==> src/verilog/motor_pwm_pkg.sv <==
// Shared constants and types for the motor PWM output stage
package motor_pwm_pkg;

  // Register byte offsets on the bus, one aligned word each
  localparam logic [7:0] ADDR_DEAD_TIME_CONFIG  = 8'h00;
  localparam logic [7:0] ADDR_DEAD_TIME_SELECT  = 8'h04;
  localparam logic [7:0] ADDR_FAULT_A_CONTROL   = 8'h08;
  localparam logic [7:0] ADDR_FAULT_B_CONTROL   = 8'h0c;
  localparam logic [7:0] ADDR_OVERRIDE_CONTROL  = 8'h10;
  localparam logic [7:0] ADDR_DUTY_ONE          = 8'h14;
  localparam logic [7:0] ADDR_DUTY_STRIDE       = 8'h04;
  localparam logic [7:0] ADDR_UPDATE_CONTROL    = 8'h24;
  localparam logic [7:0] ADDR_FAULT_STATUS      = 8'h28;

  // Reset values
  localparam logic [15:0] RESET_ZERO     = 16'h0000;
  localparam logic [15:0] RESET_OVERRIDE = 16'hff00;

  // Update control register fields
  localparam int UPD_DISABLE_BIT   = 0;
  localparam int UPD_SYNC_BIT      = 1;
  localparam int UPD_IMMEDIATE_BIT = 2;
  localparam int UPD_MODE_LSB      = 8;

  // Writable bit masks
  localparam logic [15:0] MASK_DEAD_SELECT = 16'h00ff;
  localparam logic [15:0] MASK_FAULT_CTRL  = 16'hff8f;
  localparam logic [15:0] MASK_UPDATE_CTRL = 16'h0f07;

  // Fault status register fields
  localparam int STAT_FAULT_A_BIT = 0;
  localparam int STAT_FAULT_B_BIT = 1;

  // Pair count and prescale counter width
  localparam int PAIRS         = 4;
  localparam int PRESCALE_BITS = 3;

  // Dead-time configuration word
  typedef struct packed {
    logic [1:0] unit_b_prescale;
    logic [5:0] unit_b_dead_count;
    logic [1:0] unit_a_prescale;
    logic [5:0] unit_a_dead_count;
  } dead_cfg_type;

  // Fault control word
  typedef struct packed {
    logic [7:0] override_value;
    logic       mode;
    logic [2:0] unused;
    logic [3:0] pair_enable;
  } fault_ctl_type;

  // Output override word
  typedef struct packed {
    logic [7:0] generator_owns_pin;
    logic [7:0] manual_pin_value;
  } override_ctl_type;

  // Dead-time sequencer states
  typedef enum logic [1:0] {
    DT_LOW_ON   = 2'b00,
    DT_WAIT_HI  = 2'b01,
    DT_HIGH_ON  = 2'b10,
    DT_WAIT_LO  = 2'b11
  } dt_state_type;

endpackage : motor_pwm_pkg

==> src/verilog/motor_pwm_output_stage.sv <==
// Motor PWM output stage: dead time, faults, overrides and duty registers
`timescale 1ns/1ps
module motor_pwm_output_stage (
  input  wire logic        hclk,
  input  wire logic        hresetn,
  input  wire logic        hsel,
  input  wire logic [31:0] haddr,
  input  wire logic [1:0]  htrans,
  input  wire logic        hwrite,
  input  wire logic [2:0]  hsize,
  input  wire logic [31:0] hwdata,
  input  wire logic        hready,
  output logic      [31:0] hrdata,
  output logic             hreadyout,
  output logic             hresp,
  input  wire logic [14:0] time_base_count,
  input  wire logic        period_start,
  input  wire logic        fault_a_n,
  input  wire logic        fault_b_n,
  output logic      [3:0]  pair_high_pin,
  output logic      [3:0]  pair_low_pin
);

  localparam int NP = motor_pwm_pkg::PAIRS;

  // Address match, used by every register write and by the read mux
  function automatic logic reg_match(input logic [7:0] addr, input logic [7:0] offset);
    reg_match = (addr == offset);
  endfunction : reg_match

  // Prescale tick: true once every 2^code cycles of the free counter
  function automatic logic prescale_tick(input logic [2:0] cnt, input logic [1:0] code);
    logic [2:0] mask;
    mask = 3'h0;
    case (code)
      2'h0: mask = 3'h0;
      2'h1: mask = 3'h1;
      2'h2: mask = 3'h3;
      2'h3: mask = 3'h7;
      default: mask = 3'h0;
    endcase
    prescale_tick = ((cnt & mask) == mask);
  endfunction : prescale_tick

  // Bus pipeline state
  logic        rd_pend_ff;    // Read waiting for its data cycle
  logic        wr_pend_ff;    // Write in its data phase
  logic [7:0]  addr_ff;       // Captured byte address of the transfer
  logic [31:0] hrdata_ff;     // Registered read data
  logic        hreadyout_ff;  // Registered ready
  logic        addr_hit;      // Address phase accepted this cycle

  // Software-visible registers
  logic [15:0] dead_cfg_ff;       // Dead-time prescales and counts
  logic [15:0] dead_sel_ff;       // Per-pair unit selects
  logic [15:0] fault_a_ctl_ff;    // Fault A control
  logic [15:0] fault_b_ctl_ff;    // Fault B control
  logic [15:0] override_ff;       // Override as written
  logic [15:0] override_act_ff;   // Override in force on the pins
  logic [15:0] update_ctl_ff;     // Pair modes and update controls
  logic [15:0] duty_buf_ff [NP];  // Duty values as written
  logic [15:0] duty_act_ff [NP];  // Duty values the comparators use

  // Fault state
  logic fault_a_latch_ff;  // Latched fault A
  logic fault_a_cbc_ff;    // Cycle-by-cycle fault A
  logic fault_b_latch_ff;  // Latched fault B
  logic fault_b_cbc_ff;    // Cycle-by-cycle fault B
  logic fault_a_on;        // Fault A override in force
  logic fault_b_on;        // Fault B override in force

  // Dead-time clocking and pair signals
  logic [2:0]  prescale_cnt_ff;  // Free-running prescale counter
  logic        tick_a;           // Unit A clock enable
  logic        tick_b;           // Unit B clock enable
  logic [NP-1:0] raw_pwm;        // Comparator outputs
  logic [NP-1:0] gen_high;       // Generator high drive after dead time
  logic [NP-1:0] gen_low;        // Generator low drive after dead time
  logic [NP-1:0] nxt_high_pin;   // Next high pin values
  logic [NP-1:0] nxt_low_pin;    // Next low pin values
  logic [NP-1:0] pin_high_ff;    // High pin flops
  logic [NP-1:0] pin_low_ff;     // Low pin flops

  // Typed views of the register words
  motor_pwm_pkg::dead_cfg_type     dead_cfg;
  motor_pwm_pkg::fault_ctl_type    fault_a_ctl;
  motor_pwm_pkg::fault_ctl_type    fault_b_ctl;
  motor_pwm_pkg::override_ctl_type override_act;

  assign dead_cfg     = motor_pwm_pkg::dead_cfg_type'(dead_cfg_ff);
  assign fault_a_ctl  = motor_pwm_pkg::fault_ctl_type'(fault_a_ctl_ff);
  assign fault_b_ctl  = motor_pwm_pkg::fault_ctl_type'(fault_b_ctl_ff);
  assign override_act = motor_pwm_pkg::override_ctl_type'(override_act_ff);

  // Only word transfers are issued, so hsize is not decoded
  assign addr_hit = hsel & hready & htrans[1];

  // Address phase capture; reads get one wait cycle so a write just
  // before them is already stored when the read mux is sampled
  always_ff @(posedge hclk or negedge hresetn) begin
    if (!hresetn) begin
      rd_pend_ff   <= 1'b0;
      wr_pend_ff   <= 1'b0;
      addr_ff      <= 8'h00;
      hreadyout_ff <= 1'b1;
    end else begin
      rd_pend_ff   <= addr_hit & ~hwrite;
      wr_pend_ff   <= addr_hit & hwrite;
      hreadyout_ff <= ~(addr_hit & ~hwrite);
      if (addr_hit) begin
        addr_ff <= haddr[7:0];
      end
    end
  end

  // Read mux; unmapped words read as zero
  always_ff @(posedge hclk or negedge hresetn) begin
    if (!hresetn) begin
      hrdata_ff <= 32'h0000_0000;
    end else if (rd_pend_ff) begin
      hrdata_ff <= 32'h0000_0000;
      if (reg_match(addr_ff, motor_pwm_pkg::ADDR_DEAD_TIME_CONFIG))
        hrdata_ff[15:0] <= dead_cfg_ff;
      if (reg_match(addr_ff, motor_pwm_pkg::ADDR_DEAD_TIME_SELECT))
        hrdata_ff[15:0] <= dead_sel_ff;
      if (reg_match(addr_ff, motor_pwm_pkg::ADDR_FAULT_A_CONTROL))
        hrdata_ff[15:0] <= fault_a_ctl_ff;
      if (reg_match(addr_ff, motor_pwm_pkg::ADDR_FAULT_B_CONTROL))
        hrdata_ff[15:0] <= fault_b_ctl_ff;
      if (reg_match(addr_ff, motor_pwm_pkg::ADDR_OVERRIDE_CONTROL))
        hrdata_ff[15:0] <= override_ff;
      if (reg_match(addr_ff, motor_pwm_pkg::ADDR_UPDATE_CONTROL))
        hrdata_ff[15:0] <= update_ctl_ff;
      if (reg_match(addr_ff, motor_pwm_pkg::ADDR_FAULT_STATUS)) begin
        hrdata_ff[motor_pwm_pkg::STAT_FAULT_A_BIT] <= fault_a_on;
        hrdata_ff[motor_pwm_pkg::STAT_FAULT_B_BIT] <= fault_b_on;
      end
      for (int i = 0; i < NP; i++) begin
        if (reg_match(addr_ff, motor_pwm_pkg::ADDR_DUTY_ONE + 8'(i * 4)))
          hrdata_ff[15:0] <= duty_buf_ff[i];
      end
    end
  end

  // Control register writes; unimplemented bits stay zero
  always_ff @(posedge hclk or negedge hresetn) begin
    if (!hresetn) begin
      dead_cfg_ff    <= motor_pwm_pkg::RESET_ZERO;
      dead_sel_ff    <= motor_pwm_pkg::RESET_ZERO;
      fault_a_ctl_ff <= motor_pwm_pkg::RESET_ZERO;
      fault_b_ctl_ff <= motor_pwm_pkg::RESET_ZERO;
      override_ff    <= motor_pwm_pkg::RESET_OVERRIDE;
      update_ctl_ff  <= motor_pwm_pkg::RESET_ZERO;
    end else if (wr_pend_ff) begin
      if (reg_match(addr_ff, motor_pwm_pkg::ADDR_DEAD_TIME_CONFIG))
        dead_cfg_ff <= hwdata[15:0];
      if (reg_match(addr_ff, motor_pwm_pkg::ADDR_DEAD_TIME_SELECT))
        dead_sel_ff <= hwdata[15:0] & motor_pwm_pkg::MASK_DEAD_SELECT;
      if (reg_match(addr_ff, motor_pwm_pkg::ADDR_FAULT_A_CONTROL))
        fault_a_ctl_ff <= hwdata[15:0] & motor_pwm_pkg::MASK_FAULT_CTRL;
      if (reg_match(addr_ff, motor_pwm_pkg::ADDR_FAULT_B_CONTROL))
        fault_b_ctl_ff <= hwdata[15:0] & motor_pwm_pkg::MASK_FAULT_CTRL;
      if (reg_match(addr_ff, motor_pwm_pkg::ADDR_OVERRIDE_CONTROL))
        override_ff <= hwdata[15:0];
      if (reg_match(addr_ff, motor_pwm_pkg::ADDR_UPDATE_CONTROL))
        update_ctl_ff <= hwdata[15:0] & motor_pwm_pkg::MASK_UPDATE_CTRL;
    end
  end

  // Override in force: every cycle, or only at period start when synced
  always_ff @(posedge hclk or negedge hresetn) begin
    if (!hresetn) begin
      override_act_ff <= motor_pwm_pkg::RESET_OVERRIDE;
    end else if (!update_ctl_ff[motor_pwm_pkg::UPD_SYNC_BIT] || period_start) begin
      override_act_ff <= override_ff;
    end
  end

  // Duty buffers and active copies, one set per generator
  generate
    for (genvar g = 0; g < NP; g++) begin : g_duty
      always_ff @(posedge hclk or negedge hresetn) begin
        if (!hresetn) begin
          duty_buf_ff[g] <= motor_pwm_pkg::RESET_ZERO;
        end else if (wr_pend_ff &&
                     reg_match(addr_ff, motor_pwm_pkg::ADDR_DUTY_ONE + 8'(g * 4))) begin
          duty_buf_ff[g] <= hwdata[15:0];
        end
      end

      // Transfer is held off entirely while update disable is set
      always_ff @(posedge hclk or negedge hresetn) begin
        if (!hresetn) begin
          duty_act_ff[g] <= motor_pwm_pkg::RESET_ZERO;
        end else if (!update_ctl_ff[motor_pwm_pkg::UPD_DISABLE_BIT] &&
                     (update_ctl_ff[motor_pwm_pkg::UPD_IMMEDIATE_BIT] || period_start)) begin
          duty_act_ff[g] <= duty_buf_ff[g];
        end
      end

      // Comparator against the external time base count
      assign raw_pwm[g] = ({1'b0, time_base_count} < duty_act_ff[g]);
    end
  endgenerate

  // One prescale counter serves both units, so their ticks stay aligned
  always_ff @(posedge hclk or negedge hresetn) begin
    if (!hresetn) begin
      prescale_cnt_ff <= 3'h0;
    end else begin
      prescale_cnt_ff <= prescale_cnt_ff + 3'h1;
    end
  end

  assign tick_a = prescale_tick(prescale_cnt_ff, dead_cfg.unit_a_prescale);
  assign tick_b = prescale_tick(prescale_cnt_ff, dead_cfg.unit_b_prescale);

  // Dead-time sequencers, one per pair
  generate
    for (genvar p = 0; p < NP; p++) begin : g_pair
      dead_time_pair u_dead_time (
        .hclk         (hclk),
        .hresetn      (hresetn),
        .raw          (raw_pwm[p]),
        .independent  (update_ctl_ff[motor_pwm_pkg::UPD_MODE_LSB + p]),
        .tick_a       (tick_a),
        .tick_b       (tick_b),
        .count_a      (dead_cfg.unit_a_dead_count),
        .count_b      (dead_cfg.unit_b_dead_count),
        .sel_active   (dead_sel_ff[2 * p + 1]),
        .sel_inactive (dead_sel_ff[2 * p]),
        .drive_high   (gen_high[p]),
        .drive_low    (gen_low[p])
      );
    end
  endgenerate

  // Fault A: latch mode holds until a control write sees the input clear;
  // a fault arriving in that same cycle wins over the clear
  always_ff @(posedge hclk or negedge hresetn) begin
    if (!hresetn) begin
      fault_a_latch_ff <= 1'b0;
    end else if (!fault_a_n && !fault_a_ctl.mode) begin
      fault_a_latch_ff <= 1'b1;
    end else if (wr_pend_ff && reg_match(addr_ff, motor_pwm_pkg::ADDR_FAULT_A_CONTROL)) begin
      fault_a_latch_ff <= 1'b0;
    end
  end

  // Fault A cycle by cycle: released at the period start after the input clears
  always_ff @(posedge hclk or negedge hresetn) begin
    if (!hresetn) begin
      fault_a_cbc_ff <= 1'b0;
    end else if (!fault_a_n && fault_a_ctl.mode) begin
      fault_a_cbc_ff <= 1'b1;
    end else if (period_start) begin
      fault_a_cbc_ff <= 1'b0;
    end
  end

  // Fault B latch, same scheme as fault A
  always_ff @(posedge hclk or negedge hresetn) begin
    if (!hresetn) begin
      fault_b_latch_ff <= 1'b0;
    end else if (!fault_b_n && !fault_b_ctl.mode) begin
      fault_b_latch_ff <= 1'b1;
    end else if (wr_pend_ff && reg_match(addr_ff, motor_pwm_pkg::ADDR_FAULT_B_CONTROL)) begin
      fault_b_latch_ff <= 1'b0;
    end
  end

  // Fault B cycle by cycle
  always_ff @(posedge hclk or negedge hresetn) begin
    if (!hresetn) begin
      fault_b_cbc_ff <= 1'b0;
    end else if (!fault_b_n && fault_b_ctl.mode) begin
      fault_b_cbc_ff <= 1'b1;
    end else if (period_start) begin
      fault_b_cbc_ff <= 1'b0;
    end
  end

  // A live fault input acts at once, without waiting for the flag flop
  assign fault_a_on = fault_a_latch_ff | fault_a_cbc_ff | ~fault_a_n;
  assign fault_b_on = fault_b_latch_ff | fault_b_cbc_ff | ~fault_b_n;

  // Pin selection: generator or manual value, then fault B, then fault A on top
  always_comb begin
    for (int p = 0; p < NP; p++) begin
      nxt_high_pin[p] = override_act.generator_owns_pin[2 * p + 1] ? gen_high[p]
                                                                   : override_act.manual_pin_value[2 * p + 1];
      nxt_low_pin[p]  = override_act.generator_owns_pin[2 * p] ? gen_low[p]
                                                               : override_act.manual_pin_value[2 * p];
      if (fault_b_on && fault_b_ctl.pair_enable[p]) begin
        nxt_high_pin[p] = fault_b_ctl.override_value[2 * p + 1];
        nxt_low_pin[p]  = fault_b_ctl.override_value[2 * p];
      end
      if (fault_a_on && fault_a_ctl.pair_enable[p]) begin
        nxt_high_pin[p] = fault_a_ctl.override_value[2 * p + 1];
        nxt_low_pin[p]  = fault_a_ctl.override_value[2 * p];
      end
    end
  end

  // Pin flops; active level is high on every pin
  always_ff @(posedge hclk or negedge hresetn) begin
    if (!hresetn) begin
      pin_high_ff <= 4'h0;
      pin_low_ff  <= 4'h0;
    end else begin
      pin_high_ff <= nxt_high_pin;
      pin_low_ff  <= nxt_low_pin;
    end
  end

  // Response is always OKAY
  assign hresp         = 1'b0;
  assign hrdata        = hrdata_ff;
  assign hreadyout     = hreadyout_ff;
  assign pair_high_pin = pin_high_ff;
  assign pair_low_pin  = pin_low_ff;

endmodule : motor_pwm_output_stage

==> src/verilog/dead_time_pair.sv <==
// Dead-time sequencer for one high/low output pair
`timescale 1ns/1ps
module dead_time_pair (
  input  wire logic       hclk,
  input  wire logic       hresetn,
  input  wire logic       raw,
  input  wire logic       independent,
  input  wire logic       tick_a,
  input  wire logic       tick_b,
  input  wire logic [5:0] count_a,
  input  wire logic [5:0] count_b,
  input  wire logic       sel_active,
  input  wire logic       sel_inactive,
  output logic            drive_high,
  output logic            drive_low
);

  motor_pwm_pkg::dt_state_type state_ff;  // Sequencer state
  logic [5:0]                  remain_ff; // Dead ticks still to wait
  logic                        unit_ff;   // Unit timing this wait, 1 = unit B
  logic                        tick_sel;  // Tick of the unit in use

  assign tick_sel = unit_ff ? tick_b : tick_a;

  // Sequencer: both pins stay inactive while a wait runs
  always_ff @(posedge hclk or negedge hresetn) begin
    if (!hresetn) begin
      state_ff  <= motor_pwm_pkg::DT_WAIT_LO;
      remain_ff <= 6'h00;
      unit_ff   <= 1'b0;
    end else begin
      case (state_ff)
        motor_pwm_pkg::DT_LOW_ON: begin
          // Rising raw: low drops now, high waits the active-edge dead time
          if (raw) begin
            state_ff  <= motor_pwm_pkg::DT_WAIT_HI;
            remain_ff <= sel_active ? count_b : count_a;
            unit_ff   <= sel_active;
          end
        end
        motor_pwm_pkg::DT_WAIT_HI: begin
          // High never drove, so an early fall returns straight to low
          if (!raw) begin
            state_ff <= motor_pwm_pkg::DT_LOW_ON;
          end else if (remain_ff == 6'h00) begin
            state_ff <= motor_pwm_pkg::DT_HIGH_ON;
          end else if (tick_sel) begin
            remain_ff <= remain_ff - 6'h01;
          end
        end
        motor_pwm_pkg::DT_HIGH_ON: begin
          // Falling raw: high drops now, low waits the inactive-edge dead time
          if (!raw) begin
            state_ff  <= motor_pwm_pkg::DT_WAIT_LO;
            remain_ff <= sel_inactive ? count_b : count_a;
            unit_ff   <= sel_inactive;
          end
        end
        motor_pwm_pkg::DT_WAIT_LO: begin
          if (raw) begin
            state_ff <= motor_pwm_pkg::DT_HIGH_ON;
          end else if (remain_ff == 6'h00) begin
            state_ff <= motor_pwm_pkg::DT_LOW_ON;
          end else if (tick_sel) begin
            remain_ff <= remain_ff - 6'h01;
          end
        end
        default: begin
          state_ff <= motor_pwm_pkg::DT_WAIT_LO;
        end
      endcase
    end
  end

  // Independent pairs bypass the sequencer and follow raw on both pins
  always_comb begin
    if (independent) begin
      drive_high = raw;
      drive_low  = raw;
    end else begin
      drive_high = (state_ff == motor_pwm_pkg::DT_HIGH_ON);
      drive_low  = (state_ff == motor_pwm_pkg::DT_LOW_ON);
    end
  end

endmodule : dead_time_pair

==> config.mk <==
export PLATFORM = sky130hd
export DESIGN_NAME = motor_pwm_output_stage
export DESIGN_NICKNAME = d
export VERILOG_FILES = /design/src/verilog/motor_pwm_pkg.sv /design/src/verilog/motor_pwm_output_stage.sv /design/src/verilog/dead_time_pair.sv
export SDC_FILE = /design/constraint.sdc
export NUM_CORES = 1
export LEC_CHECK = 0
export ABC_AREA = 1
export BUFFER_PORTS_ARGS = -buffer_cell sky130_fd_sc_hd__buf_2
export CORE_MARGIN = 5
export CORE_UTILIZATION = 32
export CTS_CLUSTER_SIZE = 20
export DETAILED_ROUTE_END_ITERATION = 16
export GPL_TIMING_DRIVEN = 0
export PLACE_DENSITY = 0.53
export SLEW_MARGIN = 40
export SYNTH_ARGS = -nofsm -noshare
export SYNTH_HDL_FRONTEND = slang
export SYNTH_SLANG_ARGS = --single-unit
export TNS_END_PERCENT = 10
==> constraint.sdc <==
create_clock -name hclk -period 2.8 [get_ports hclk]
set_input_delay 0.56 -clock hclk [delete_from_list [all_inputs] [get_ports hclk]]
set_output_delay 0.56 -clock hclk [all_outputs]
set_load 0.01 [all_outputs]
Word level (Yosys, flattened, before mapping)
Index checks and enable logic that the tools add are counted.
W data, S select, Z words.
{"block": "totals", "register_bits": 295, "in_bits": 92, "out_inout_bits": 42}
{"block": "classes", "addsub": 5, "bitwise_logic": 14, "reduce_logical": 64, "eq_ne": 54, "n_lt_le_gt_ge": 4, "mux": 132}
{"op": "$mux W6", "count": 32}
{"op": "$mux W16", "count": 10}
{"op": "$pmux W6 S4", "count": 4}
{"op": "$lt A15 B16 Y1", "count": 4}
{"op": "$mux W1", "count": 51}
{"op": "$mux W2", "count": 25}
{"op": "$eq A8 B5 Y1 const B", "count": 4}
{"op": "$pmux W2 S4", "count": 4}
{"op": "$reduce_and A4 Y1", "count": 8}
{"op": "$eq A2 B2 Y1 const B", "count": 12}
{"op": "$eq A8 B6 Y1 const B", "count": 3}
{"op": "$logic_not A6 Y1", "count": 4}
{"op": "$pmux W3 S4", "count": 2}
{"op": "$sub A6 B1 Y6 const B", "count": 4}
{"op": "$logic_and A1 B1 Y1", "count": 19}
{"op": "$eq A8 B4 Y1 const B", "count": 2}
{"op": "$ne A2 B1 Y1 const B", "count": 8}
{"op": "$ne A2 B2 Y1 const B", "count": 8}
{"op": "$reduce_bool A2 Y1", "count": 8}
{"op": "$eq A2 B1 Y1 const B", "count": 6}
{"op": "$logic_not A2 Y1", "count": 6}
{"op": "$ne A3 B1 Y1 const B", "count": 4}
{"op": "$ne A3 B3 Y1 const B", "count": 4}
{"op": "$reduce_and A2 Y1", "count": 6}
{"op": "12 further kinds", "count": 35}

Logic depth before layout (Yosys ltp)
Gate-level depths: netlist of run 1.
{"block": "logic_depth", "ltp_word": 12, "ltp_mapped": 16, "ltp_nobuf": 15}

Modules after synthesis
From an unflattened synthesis of run 1, not the netlist that was laid out.
{"block": "hier_totals", "hier_cells": 1931, "area_unflattened_um2": 15607.5}
{"module": "motor_pwm_output_stage", "area_per_inst_um2": 12589.6, "cells_per_inst": 1451, "n_inst": 1, "seq_area_each_um2": 6502.5}
{"module": "dead_time_pair", "area_per_inst_um2": 754.5, "cells_per_inst": 120, "n_inst": 4, "seq_area_each_um2": 227.7}

Worst setup path before layout of run 1
Ideal clock, no wire load.
{"block": "synth_timing", "path_kind": "input port to flip-flop", "startpoint": "input port time_base_count[11]", "endpoint": "register g_pair[3].u_dead_time.remain_ff[0]", "n_path_buf": 0, "t_required_ns": 2.682, "path_stages": 9, "arrival_ns": 1.855, "setup_slack_ns": 0.827, "path_cell_list": "ha_1 > a21oi_1 > o21ai_0 > a21oi_1 > nand3_1 > nand2_2 > nand3_1 > nand2_1 > nand2_1"}
{"block": "synth_via", "elab_chain_cells": 3, "elab_cells_between_ends": 6, "classes_between": "order compare: 1; eq/ne: 4; reduce/logical: 1"}
{"element": "start: declaration", "line_no": "motor_pwm_output_stage.sv:16", "rtl": "input wire logic [14:0] time_base_count,"}
{"element": "$lt A15 B16 Y1 (*)", "line_no": "motor_pwm_output_stage.sv:202", "rtl": "assign raw_pwm[g] = ({1'b0, time_base_count} < duty_act_ff[g]);"}
{"element": "$ne A2 B2 Y1 (no line) / $ne A2 B1 Y1 (equally long branches)"}
{"element": "$reduce_and A4 Y1 (no line) (*)"}
{"element": "end signal: assignment", "line_no": "dead_time_pair.sv:37", "rtl": "remain_ff <= sel_active ? count_b : count_a;"}
{"element": "end signal: assignment", "line_no": "dead_time_pair.sv:48", "rtl": "remain_ff <= remain_ff - 6'h01;"}
{"element": "end signal: assignment", "line_no": "dead_time_pair.sv:55", "rtl": "remain_ff <= sel_inactive ? count_b : count_a;"}
{"element": "end: declaration", "line_no": "dead_time_pair.sv:19", "rtl": "logic [5:0] remain_ff;"}
Every way passes the cells marked *; elsewhere a longest branch is shown, timed or not.
A chain may end at the register's enable or synchronous reset.

Worst setup path in the final report of run 1
{"block": "layout_timing", "startpoint": "register duty_act_ff[11] (netlist name)", "endpoint": "register g_pair[3].u_dead_time.remain_ff[0]"}
{"block": "layout_via", "elab_chain_cells": 3, "elab_cells_between_ends": 6, "classes_between": "order compare: 1; eq/ne: 4; reduce/logical: 1"}
{"element": "start: declaration", "line_no": "motor_pwm_output_stage.sv:62", "rtl": "logic [15:0] duty_act_ff [NP];"}
{"element": "start signal: indexed assignment", "line_no": "motor_pwm_output_stage.sv:194", "rtl": "duty_act_ff[g] <= motor_pwm_pkg::RESET_ZERO;"}
{"element": "start signal: indexed assignment", "line_no": "motor_pwm_output_stage.sv:197", "rtl": "duty_act_ff[g] <= duty_buf_ff[g];"}
{"element": "$lt A15 B16 Y1 (*)", "line_no": "motor_pwm_output_stage.sv:202"}
{"element": "$ne A2 B2 Y1 (no line) / $ne A2 B1 Y1 (equally long branches)"}
{"element": "$reduce_and A4 Y1 (no line) (*)"}
Marked as above.

==> results of run 1 <==
[metal layers]
metal	GRT usage, %	part of all wire [%]	up-vias	wire [um]
li1	-	-	6367	-
met1	28.01	47	6326	23220
met2	29.75	44	439	21880
met3	2.411	6.2	86	3069
met4	6.231	3.1	0	1540
met5	0	0	-	0
[power by group through the flow]
stage / logic (uW) / registers [uW] / clock network, uW
after floorplan: 1350 / 4850 / 0
after global placement: 1840 / 4910 / 0
after detailed placement: 1900 / 4920 / 0
after CTS: 1910 / 4840 / 4500
after global routing: 2210 / 4890 / 4670
final: 1910 / 4850 / 4410
[layout make-up]
class	count	area, um2	area share (%)
tap	607	759.5	4.347
multi-input combinational	1270	6315	36.14
clock buffer	52	1022	5.850
antenna	1	2.502	0.01432
buffer	73	371.6	2.127
clock inverter	9	70.07	0.4010
timing repair buffer	77	490.5	2.807
sequential	295	7413	42.43
inverter	274	1028	5.886
[cell usage after synthesis]
library cell and n:
nor3_1 11, nand2_1 509, conb_1 1, o22ai_1 20
a221oi_1 2, nand3_2 1, o21bai_1 3, ha_1 65
clkbuf_1 33, nor4_2 1, inv_1 262, nand3_1 56
a31oi_1 6, o21ai_0 237, xor2_1 2, o211ai_1 7
o21ai_2 1, a21oi_1 109, mux2_2 3, clkinv_1 4
or2_2 6, nor2_2 5, o21a_1 4, o22ai_2 1
inv_2 8, nand4_1 18, o221a_2 2, buf_4 18
dfstp_2 25, nor3_2 1, o21ai_1 41, dfrtp_1 270
nor2_1 112, nor4_1 2, nor2_4 4, buf_2 18
buf_6 1, buf_1 3, o221ai_1 13, nand2_2 11
[cell families (layout without fill, tap and decap cells)]
group,after synthesis,after routing
and+or+nand+nor,737,737
adders and majority gates,65,65
other,1,18
xor gates and xnor gates,2,2
AOI/OAI and AO/OA,446,446
buffers and inverters,347,485
DFF,295,295
muxes,3,3
[worst paths after layout]
path / start / end
max reg2reg: duty_act_ff[11] / g_pair[3].u_dead_time.remain_ff[0]
min reg2reg: fault_b_ctl[7] / fault_b_latch_ff
max in group asynchronous: hresetn / override_act[15]
min: hwrite / rd_pend_ff
min in group asynchronous: hresetn / hrdata[2]
max: duty_act_ff[11] / g_pair[3].u_dead_time.remain_ff[0]
[sequential cells by signal, summed over array words and instances, names as in the netlist, 3 cells and up, named ones only]
signal                        flops
override_ff                      16
g_pair.u_dead_time.remain_ff     24
update_ctl_ff                     7
addr_ff                           8
hrdata                           16
pair_low_pin                      4
prescale_cnt_ff                   3
pair_high_pin                     4
g_pair.u_dead_time.unit_ff        4
override_act                     16
duty_act_ff                      64
dead_sel_ff                       8
fault_b_ctl                      13
dead_cfg                         16
g_pair.u_dead_time.state_ff       4
fault_a_ctl                      13
duty_buf_ff                      64
[per-stage QoR]
| stage | setup TNS [ns] | instance area (um2) | setup WS (ns) | instances |
|---|---|---|---|---|
| final | 0 | 17470 | 0.4745 | 2658 |
| after global routing | 0 | 17470 | 0.3591 | 2657 |
| after CTS | 0 | 17470 | 0.4910 | 2657 |
| after detailed placement | 0 | 16370 | 0.1370 | 2595 |
| after global placement | -1286.11 | 16250 | -4.550 | 2591 |
| after floorplan | 0 | 15130 | 0.8270 | 1912 |
[critical path: stages, from the launching register on]
cell and delay, ns:
dfrtp_1 0.35, inv_1 0.05, ha_1 0.28, a21oi_1 0.15, o21ai_0 0.11, a21oi_1 0.43
nand3_1 0.20, nand2_2 0.21, nand3_1 0.24, nand2_1 0.14, nand2_1 0.06
[what timing repair did]
item,4_1_cts,5_1_grt
endpoints found under the hold margin,27,0
hold buffers,1,0
buffers inserted,0,0
==> flow_summary.yaml, run 1 <==
die:
  ios: 134
  die_h_um: 227.0
  dieArea_mm2: 0.05153
  fp.dieW_um: 227.0
  core_mm2: 0.04656
  fp-row-count: 79
  start_util_pct: 32.37
detailed_routing:
  ant_nets: 0
  drtPass1Iterations: 5
  routed_via_density: 4.973
  wl_um: 49710
  wire_per_inst_um: 18.70
  drcViolationCount: 0
  vias: 13218
  drt_iter0_drc: 1126
placement:
  io_buffers: 72
  post-dp-hpwl_um: 37810
  place_congestion: 0.8822
logic_synthesis:
  synth_top_area_share_pct: 44.84
  yosys_warnings: 0
  synth_area_mm2: 0.01507
  netlist_instances: 1896
  synthMuxAreaShare_pct: 0.2242
  ys_types: 40
  yosysTopAreaCell: "dfrtp_1"
  synthAdderAreaFrac_pct: 5.397
  netlist_top_cells_area: "dfrtp_1 45%, nand2_1 13%, o21ai_0 7.9%"
  synth_simple_gate_area_share_pct: 19.95
  synth_xor_area_share_pct: 0.1163
  synth_top_family_by_area: "simple AND/OR/NAND/NOR gates"
  ys_seq_elements: 295
  synth_compound_area_share_pct: 15.79
  postSynthAreaPerCell_um2: 7.947
  ys_seq_area_share_pct: 49.20
cts:
  numCtsBuffers: 34
  numClockSinks: 295
  htreeDepth: 2
  path_clk_slew_ns: 0.06
  cts_tree: "done"
  cts_root_buffer: "clkbuf_16"
  clk_latency_ns: 0.53
  cts.path.max_buffers: 3
  ctsResizeCount: 0
power:
  combPwrFrac_pct: 17.1
  power_frac_seq_pct: 43.4
  leakagePower_uw: 0.009324
  p_int_uw: 7893
  power_frac_clock_pct: 39.5
  power_switching_uw: 3277
  power_density_mw_per_mm2: 639.3
  power_uw: 11170
  peakVddDrop_v: 0.0003990
  sw_frac_of_total_pct: 29.34
timing:
  timing.final.crit_share_pct: 83.05
  fmax_ghz: 0.4300
  maxSlewHeadroom_pct: 49.08
  finalClockSkew_ns: 0.01886
  period_minus_slack_ns: 2.325
  rsz0062_at_grt: "false"
  drv_slew: 0
  worst_pin_slew_ns: 0.7638
  setup_viol: 0
  hold_slack_ns: 0.2165
  hold_violations: 0
finish:
  drive_gt1_share_pct: 11.32
  final_core_util_pct: 37.53
  final_common_cell: "nand2_1"
  final_cell_mix: "509 x nand2_1, 270 x dfrtp_1, 262 x inv_1, 237 x o21ai_0, 112 x nor2_1"
  syn_to_final_growth_pct: 15.96
  fin_nets: 2182
  fillers: 4838
worst_setup_path:
  path_max_fanout: 9
  r2r_slack_ns: 0.47
  crit_required_ns: 3.21
  worstPathArrival_ns: 2.73
  end_kind: "flop"
  start_kind: "flop"
  criticalPathCategory: "reg2reg"
  r2r_cells: 10
grt:
  grt_pass1_vias: 12545
  overflow: 0
  antenna_found_initial: 0
  grt_pass1_wl_um: 76260
  grt_max_degree: 73
  grt_usage_pct: 19.17
hold_path:
  whs_path_depth: 2
  hp-class: "in2reg"
job:
  maxCapViolCount: 0
run_status:
  status: "finished clean"
No activity file was read; power rests on OpenSTA's default activity.
==> run 2, diff against run 1 <==
==> constraint.sdc (replaced) <==
create_clock -name hclk -period 2.3 [get_ports hclk]
set_input_delay 0.46 -clock hclk [delete_from_list [all_inputs] [get_ports hclk]]
set_output_delay 0.46 -clock hclk [all_outputs]
set_load 0.01 [all_outputs]
==> run 2 against run 1 <==
Final cell count is the same. Worst hold slack got worse by 0.10 ns. Combinational power up 23%. Clock power grew 22%. Cell area grew 0.14%. Power up 22%. Non-clock buffer count is the same. Critical path depth is 1 higher. Clock-buffer cell count unchanged. Die area is the same. Clock skew barely moved. Largest power group unchanged. Highest routed layer unchanged.
==> flow_summary.yaml, run 2 (synthesis gave the netlist of run 1 again) <==
run_status:
  status: "finished clean"
worst_setup_path:
  worstPathArrival_ns: 2.60
  start_kind: "flop"
  crit_required_ns: 2.70
  criticalPathCategory: "reg2reg"
  crit_path_max_incr_delay_ns: 0.44
  r2r_start: "addr_ff[3]"
  crit_start: "addr_ff[3]"
  path_max_fanout: 8
  worst_path_most_repeated_cell: "nand2_1"
  slowest_stage: "dfrtp_1"
  path_cells: "nor2_1, nand2_2, inv_2, nand2_1, nor2_1, nor3_1, nand3_1, o21ai_0, nand3_1, nand2_1, nand2_1"
  end_kind: "flop"
cts:
  cts_tree: "done"
  numClockSinks: 295
  cts_root_buffer: "clkbuf_16"
  post_cts_buffers: 0
  cts.path.max_buffers: 3
  numCtsBuffers: 34
  clk_latency_ns: 0.53
  htreeDepth: 2
  path_clk_slew_ns: 0.06
timing:
  hold_violations: 0
  worst_pin_slew_ns: 0.7727
  finalClockSkew_ns: 0.01932
  period_minus_slack_ns: 2.205
  setup_viol: 0
  timing.final.crit_share_pct: 95.85
  maxSlewHeadroom_pct: 48.49
  fmax_ghz: 0.4536
  rsz0062_at_grt: "false"
  drv_slew: 0
  hold_slack_ns: 0.1143
hold_path:
  min-delay-start: "hwrite"
  hp-class: "in2reg"
detailed_routing:
  routed_via_density: 4.977
  wire_per_inst_um: 18.73
  ant_nets: 0
  drcViolationCount: 0
  drtPass1Iterations: 5
  drt_iter0_drc: 1113
  wl_um: 49790
  vias: 13228
die:
  fp-row-count: 79
  core_mm2: 0.04656
  fp.dieW_um: 227.0
  dieArea_mm2: 0.05153
  start_util_pct: 32.37
  die_h_um: 227.0
  ios: 134
grt:
  antenna_found_initial: 0
  met2_usage_pct: 29.75
  met3_usage_pct: 2.411
  grt_max_degree: 73
  use_met1_pct: 28.01
  grt_pass1_wl_um: 76260
  grt_pass1_vias: 12545
  overflow: 0
  grt_usage_pct: 19.17
  busiest_layer: "met2"
power:
  power_uw: 13630
  power_density_mw_per_mm2: 778.9
  power_frac_seq_pct: 43.3
  p_int_uw: 9613
  power_frac_clock_pct: 39.5
  leakagePower_uw: 0.009327
  power_switching_uw: 4015
  sw_frac_of_total_pct: 29.46
  combPwrFrac_pct: 17.2
  peakVddDrop_v: 0.0004864
finish:
  final_common_cell: "nand2_1"
  fin_nets: 2182
  final_cell_mix: "509 x nand2_1, 270 x dfrtp_1, 262 x inv_1, 237 x o21ai_0, 111 x nor2_1"
  top_regs: "duty_act_ff x64, duty_buf_ff x64, g_pair.u_dead_time.remain_ff x24"
  layoutNonFillerInstCount: 2658
  fillers: 4835
  syn_to_final_growth_pct: 16.12
  drive_gt1_share_pct: 11.61
  fin_area_mm2: 0.01750
  regArea_mm2: 0.007413
  multi_input_area_mm2: 0.006339
placement:
  dpl.cell_count: 2595
  place_area_mm2: 0.01637
  place_congestion: 0.8822
  post-dp-hpwl_um: 37810
  io_buffers: 72
job:
  maxCapViolCount: 0
## run 2: cell types whose count changed in the layout (fill, tap and decap cells not counted)
cell	previous run	this run
nand3_2	1	2
a21oi_2	0	3
a21oi_1	109	106
nor3_1	11	10
nor2_1	112	111
nand3_1	56	55
nor3_2	1	2
nor2_2	5	6
## run 2: worst max-delay path, delay by kind of cell (launching register included)
| family | cells | cell delay (ns) |
|---|---|---|
| AO/OA/AOI/OAI | 1 | 0.16 |
| buffers and inverters | 1 | 0.08 |
| flip-flops | 1 | 0.44 |
| AND/OR/NAND/NOR | 9 | 1.39 |
## run 2: cell type report
cell class	count	share of cell area, %
multi-input cells	1270	36.23
clock inverters	9	0.4005
inverters	274	5.878
clock buffers	52	5.842
well taps	607	4.341
plain buffers	73	2.124
repair buffers	77	2.803
diodes	1	0.01430
flip-flops and latches	295	42.37
## run 2: final timing paths
kind	to	slack (ns)	cells past startpoint
max	hrdata[10]	0.1	11
min	rd_pend_ff	0.11	2
max reg2reg	hrdata[10]	0.1	11
min reg2reg	fault_b_latch_ff	0.47	1
max in group asynchronous	override_act[15]	0.85	4
min in group asynchronous	hrdata[2]	0.38	2
## run 2: metrics by stage
stage	TNS [ns]	setup slack (ns)	utilization [%]
finish	0	0.09542	37.58
global route	0	0.0007465	37.58
CTS	0	0.05783	37.53
detailed placement	-2.595	-0.2630	35.16
global placement	-1406.33	-4.950	34.90
floorplan	0	0.4270	-
## run 2: repair_timing
item                                   4_1_cts  5_1_grt
endpoints found under the hold margin       27        0
pin swaps                                    0        0
setup endpoints to repair                    6       18
gates resized for setup                      1        5
hold buffers                                 1        0
## run 2: per-layer routing
metal,share of wire (%),wire (um),up-vias
met5,0,0,-
met4,3.2,1613,0
met3,6.2,3110,92
met2,44,21860,445
met1,47,23200,6318
li1,-,-,6373
## run 2: power by group through the flow
stage / Combinational, uW / Clock (uW) / Sequential (uW)
3_3_place_gp: 2240 / 0 / 5980
4_1_cts: 2330 / 5480 / 5900
6_report: 2340 / 5380 / 5900
3_5_place_dp: 2310 / 0 / 5990
2_1_floorplan: 1640 / 0 / 5910
5_1_grt: 2700 / 5680 / 5950
==> run 3, diff against run 2 <==
--- a/config.mk
+++ b/config.mk
@@ -7,12 +7,15 @@
 export LEC_CHECK = 0
 export ABC_AREA = 1
 export BUFFER_PORTS_ARGS = -buffer_cell sky130_fd_sc_hd__buf_2
+export CAP_MARGIN = 0
+export CELL_PAD_IN_SITES_DETAIL_PLACEMENT = 1
+export CELL_PAD_IN_SITES_GLOBAL_PLACEMENT = 1
 export CORE_MARGIN = 5
 export CORE_UTILIZATION = 32
 export CTS_CLUSTER_SIZE = 20
 export DETAILED_ROUTE_END_ITERATION = 16
 export GPL_TIMING_DRIVEN = 0
-export PLACE_DENSITY = 0.53
+export PLACE_DENSITY = 0.66
 export SLEW_MARGIN = 40
 export SYNTH_ARGS = -nofsm -noshare
 export SYNTH_HDL_FRONTEND = slang
==> run 3 against run 2 <==
Cell area is 0.87% higher. Sequential share of layout area is 0.36 points lower. Die area stayed put. Critical path depth is 3 lower. Routed wire length is 11% higher. Clock-buffer cell count is 1 lower. Sequential power hardly changed. Non-clock buffer count is 1 higher. Global-route usage is 2.2 points higher. Flip-flop and latch count stayed put. Highest routed layer unchanged. Utilization is 0.33 points higher. Register-to-register slack hardly changed.
==> flow_summary.yaml, run 3 (synthesis gave the netlist of run 1 again) <==
worst_setup_path:
  end_kind: "flop"
  start_kind: "flop"
  crit_required_ns: 2.70
  worstPathArrival_ns: 2.60
  criticalPathCategory: "reg2reg"
  path_max_fanout: 8
grt:
  antenna_found_initial: 0
  overflow: 0
  grt_pass1_wl_um: 84530
  grt_usage_pct: 21.34
  grt_pass1_vias: 14052
  met3_usage_pct: 2.721
  use_met1_pct: 30.12
  grt_max_degree: 74
  busiest_layer: "met2"
  met2_usage_pct: 34.26
die:
  die_h_um: 227.0
  fp.dieW_um: 227.0
  start_util_pct: 32.37
  fp-row-count: 79
  dieArea_mm2: 0.05153
  core_mm2: 0.04656
  ios: 134
placement:
  place_area_mm2: 0.01637
  post-dp-hpwl_um: 42140
  place_congestion: 0.8804
  io_buffers: 72
power:
  power_frac_clock_pct: 41.6
  power_density_mw_per_mm2: 808.6
  peakVddDrop_v: 0.0004048
  leakagePower_uw: 0.009399
  combPwrFrac_pct: 17.0
  power_switching_uw: 4181
  sw_frac_of_total_pct: 29.30
  p_int_uw: 10090
  power_frac_seq_pct: 41.5
timing:
  timing.final.crit_share_pct: 95.64
  setup_viol: 0
  drv_slew: 0
  hold_violations: 0
  period_minus_slack_ns: 2.200
  fmax_ghz: 0.4546
  maxSlewHeadroom_pct: 49.09
  finalClockSkew_ns: 0.01336
  worst_pin_slew_ns: 0.7637
cts:
  cts_tree: "done"
  numClockSinks: 295
  htreeDepth: 2
  clk_latency_ns: 0.53
  numCtsBuffers: 35
  cts_root_buffer: "clkbuf_16"
  cts.path.max_buffers: 3
  path_clk_slew_ns: 0.06
job:
  maxCapViolCount: 0
hold_path:
  hp-class: "in2reg"
detailed_routing:
  ant_nets: 0
  vias: 13610
  drtPass1Iterations: 5
  drt_iter0_drc: 894
  routed_via_density: 5.118
  wire_per_inst_um: 20.74
  drcViolationCount: 0
  wl_um: 55140
finish:
  insertedDiodeCount: 0
  top_regs: "duty_act_ff x64, duty_buf_ff x64, g_pair.u_dead_time.remain_ff x24"
  final_core_util_pct: 37.91
  syn_to_final_growth_pct: 17.12
  fin_area_mm2: 0.01765
  drive_gt1_share_pct: 12.09
  fin_nets: 2184
  final_cell_mix: "508 x nand2_1, 270 x dfrtp_1, 262 x inv_1, 237 x o21ai_0, 111 x nor2_1"
  final_common_cell: "nand2_1"
run_status:
  status: "finished clean"
## run 3: path summary, 6_finish.rpt
check / slack, ns / start / cells after the start / endpoint
setup / recovery: 0.10 / addr_ff[5] / 8 / hrdata[15]
hold / removal: 0.11 / hwrite / 2 / rd_pend_ff
setup reg to reg: 0.10 / addr_ff[5] / 8 / hrdata[15]
hold reg to reg: 0.48 / hrdata[12] / 2 / hrdata[12]
max in group asynchronous: 0.80 / hresetn / 4 / g_pair[3].u_dead_time.state_ff[0]
min in group asynchronous: 0.41 / hresetn / 2 / duty_buf_ff[2]
## run 3: timing repair
| item | CTS | global route |
|---|---|---|
| resized for setup | 4 | 7 |
| setup buffers | 0 | 1 |
| endpoints found under the setup margin | 10 | 36 |
| hold endpoints to repair | 36 | 0 |
| hold buffers | 1 | 0 |
| pin swaps | 0 | 0 |
## run 3: final cells by class
cell class                      count  area [um2]
Inverter                          274        1028
Multi-Input combinational cell   1270        6354
Buffer                             73       374.1
Fill cell                        5602       28910
Clock buffer                       51        1059
Clock inverter                     11       162.7
Tap cell                          607       759.5
Timing Repair Buffer               78       498.0
Sequential cell                   295        7413
## run 3: critical path, cell delays in order, from the launching register on
cell and delay, ns:
dfrtp_1 0.38, inv_2 0.12, nand2_1 0.08, nor2_2 0.24, nand2_1 0.24, o22ai_1 0.43, nand3_1 0.19, o21ai_0 0.29
nand2_1 0.09
## run 3: power groups by stage
stage	combinational [uW]	sequential (uW)	clock, uW
after global placement	2260	5980	0
after floorplan	1640	5910	0
after detailed placement	2410	6000	0
after global routing	2760	5970	6250
final	2420	5920	5930
after CTS	2440	5920	6030
## run 3: through the flow
stage	setup WS [ns]	cells	setup TNS [ns]	hold slack, ns	total power (uW)
2_1_floorplan	0.4270	1912	0	0.1644	7545
3_3_place_gp	-5.068	2591	-1437.11	0.4486	8245
3_5_place_dp	-0.2428	2595	-6.708	0.3800	8415
4_1_cts	0.008344	2658	0	0.09487	14380
5_1_grt	-0.001906	2659	-0.001906	0.1097	14990
6_report	0.1004	2659	0	0.1062	14270
## run 3: routing by layer
| layer | wire [um] | part of all wire [%] | vias up |
|---|---|---|---|
| met5 | 0 | 0 | - |
| met4 | 1769 | 3.2 | 0 |
| met3 | 2728 | 4.9 | 92 |
| met2 | 24900 | 45 | 350 |
| met1 | 25740 | 47 | 6797 |
| li1 | - | - | 6371 |
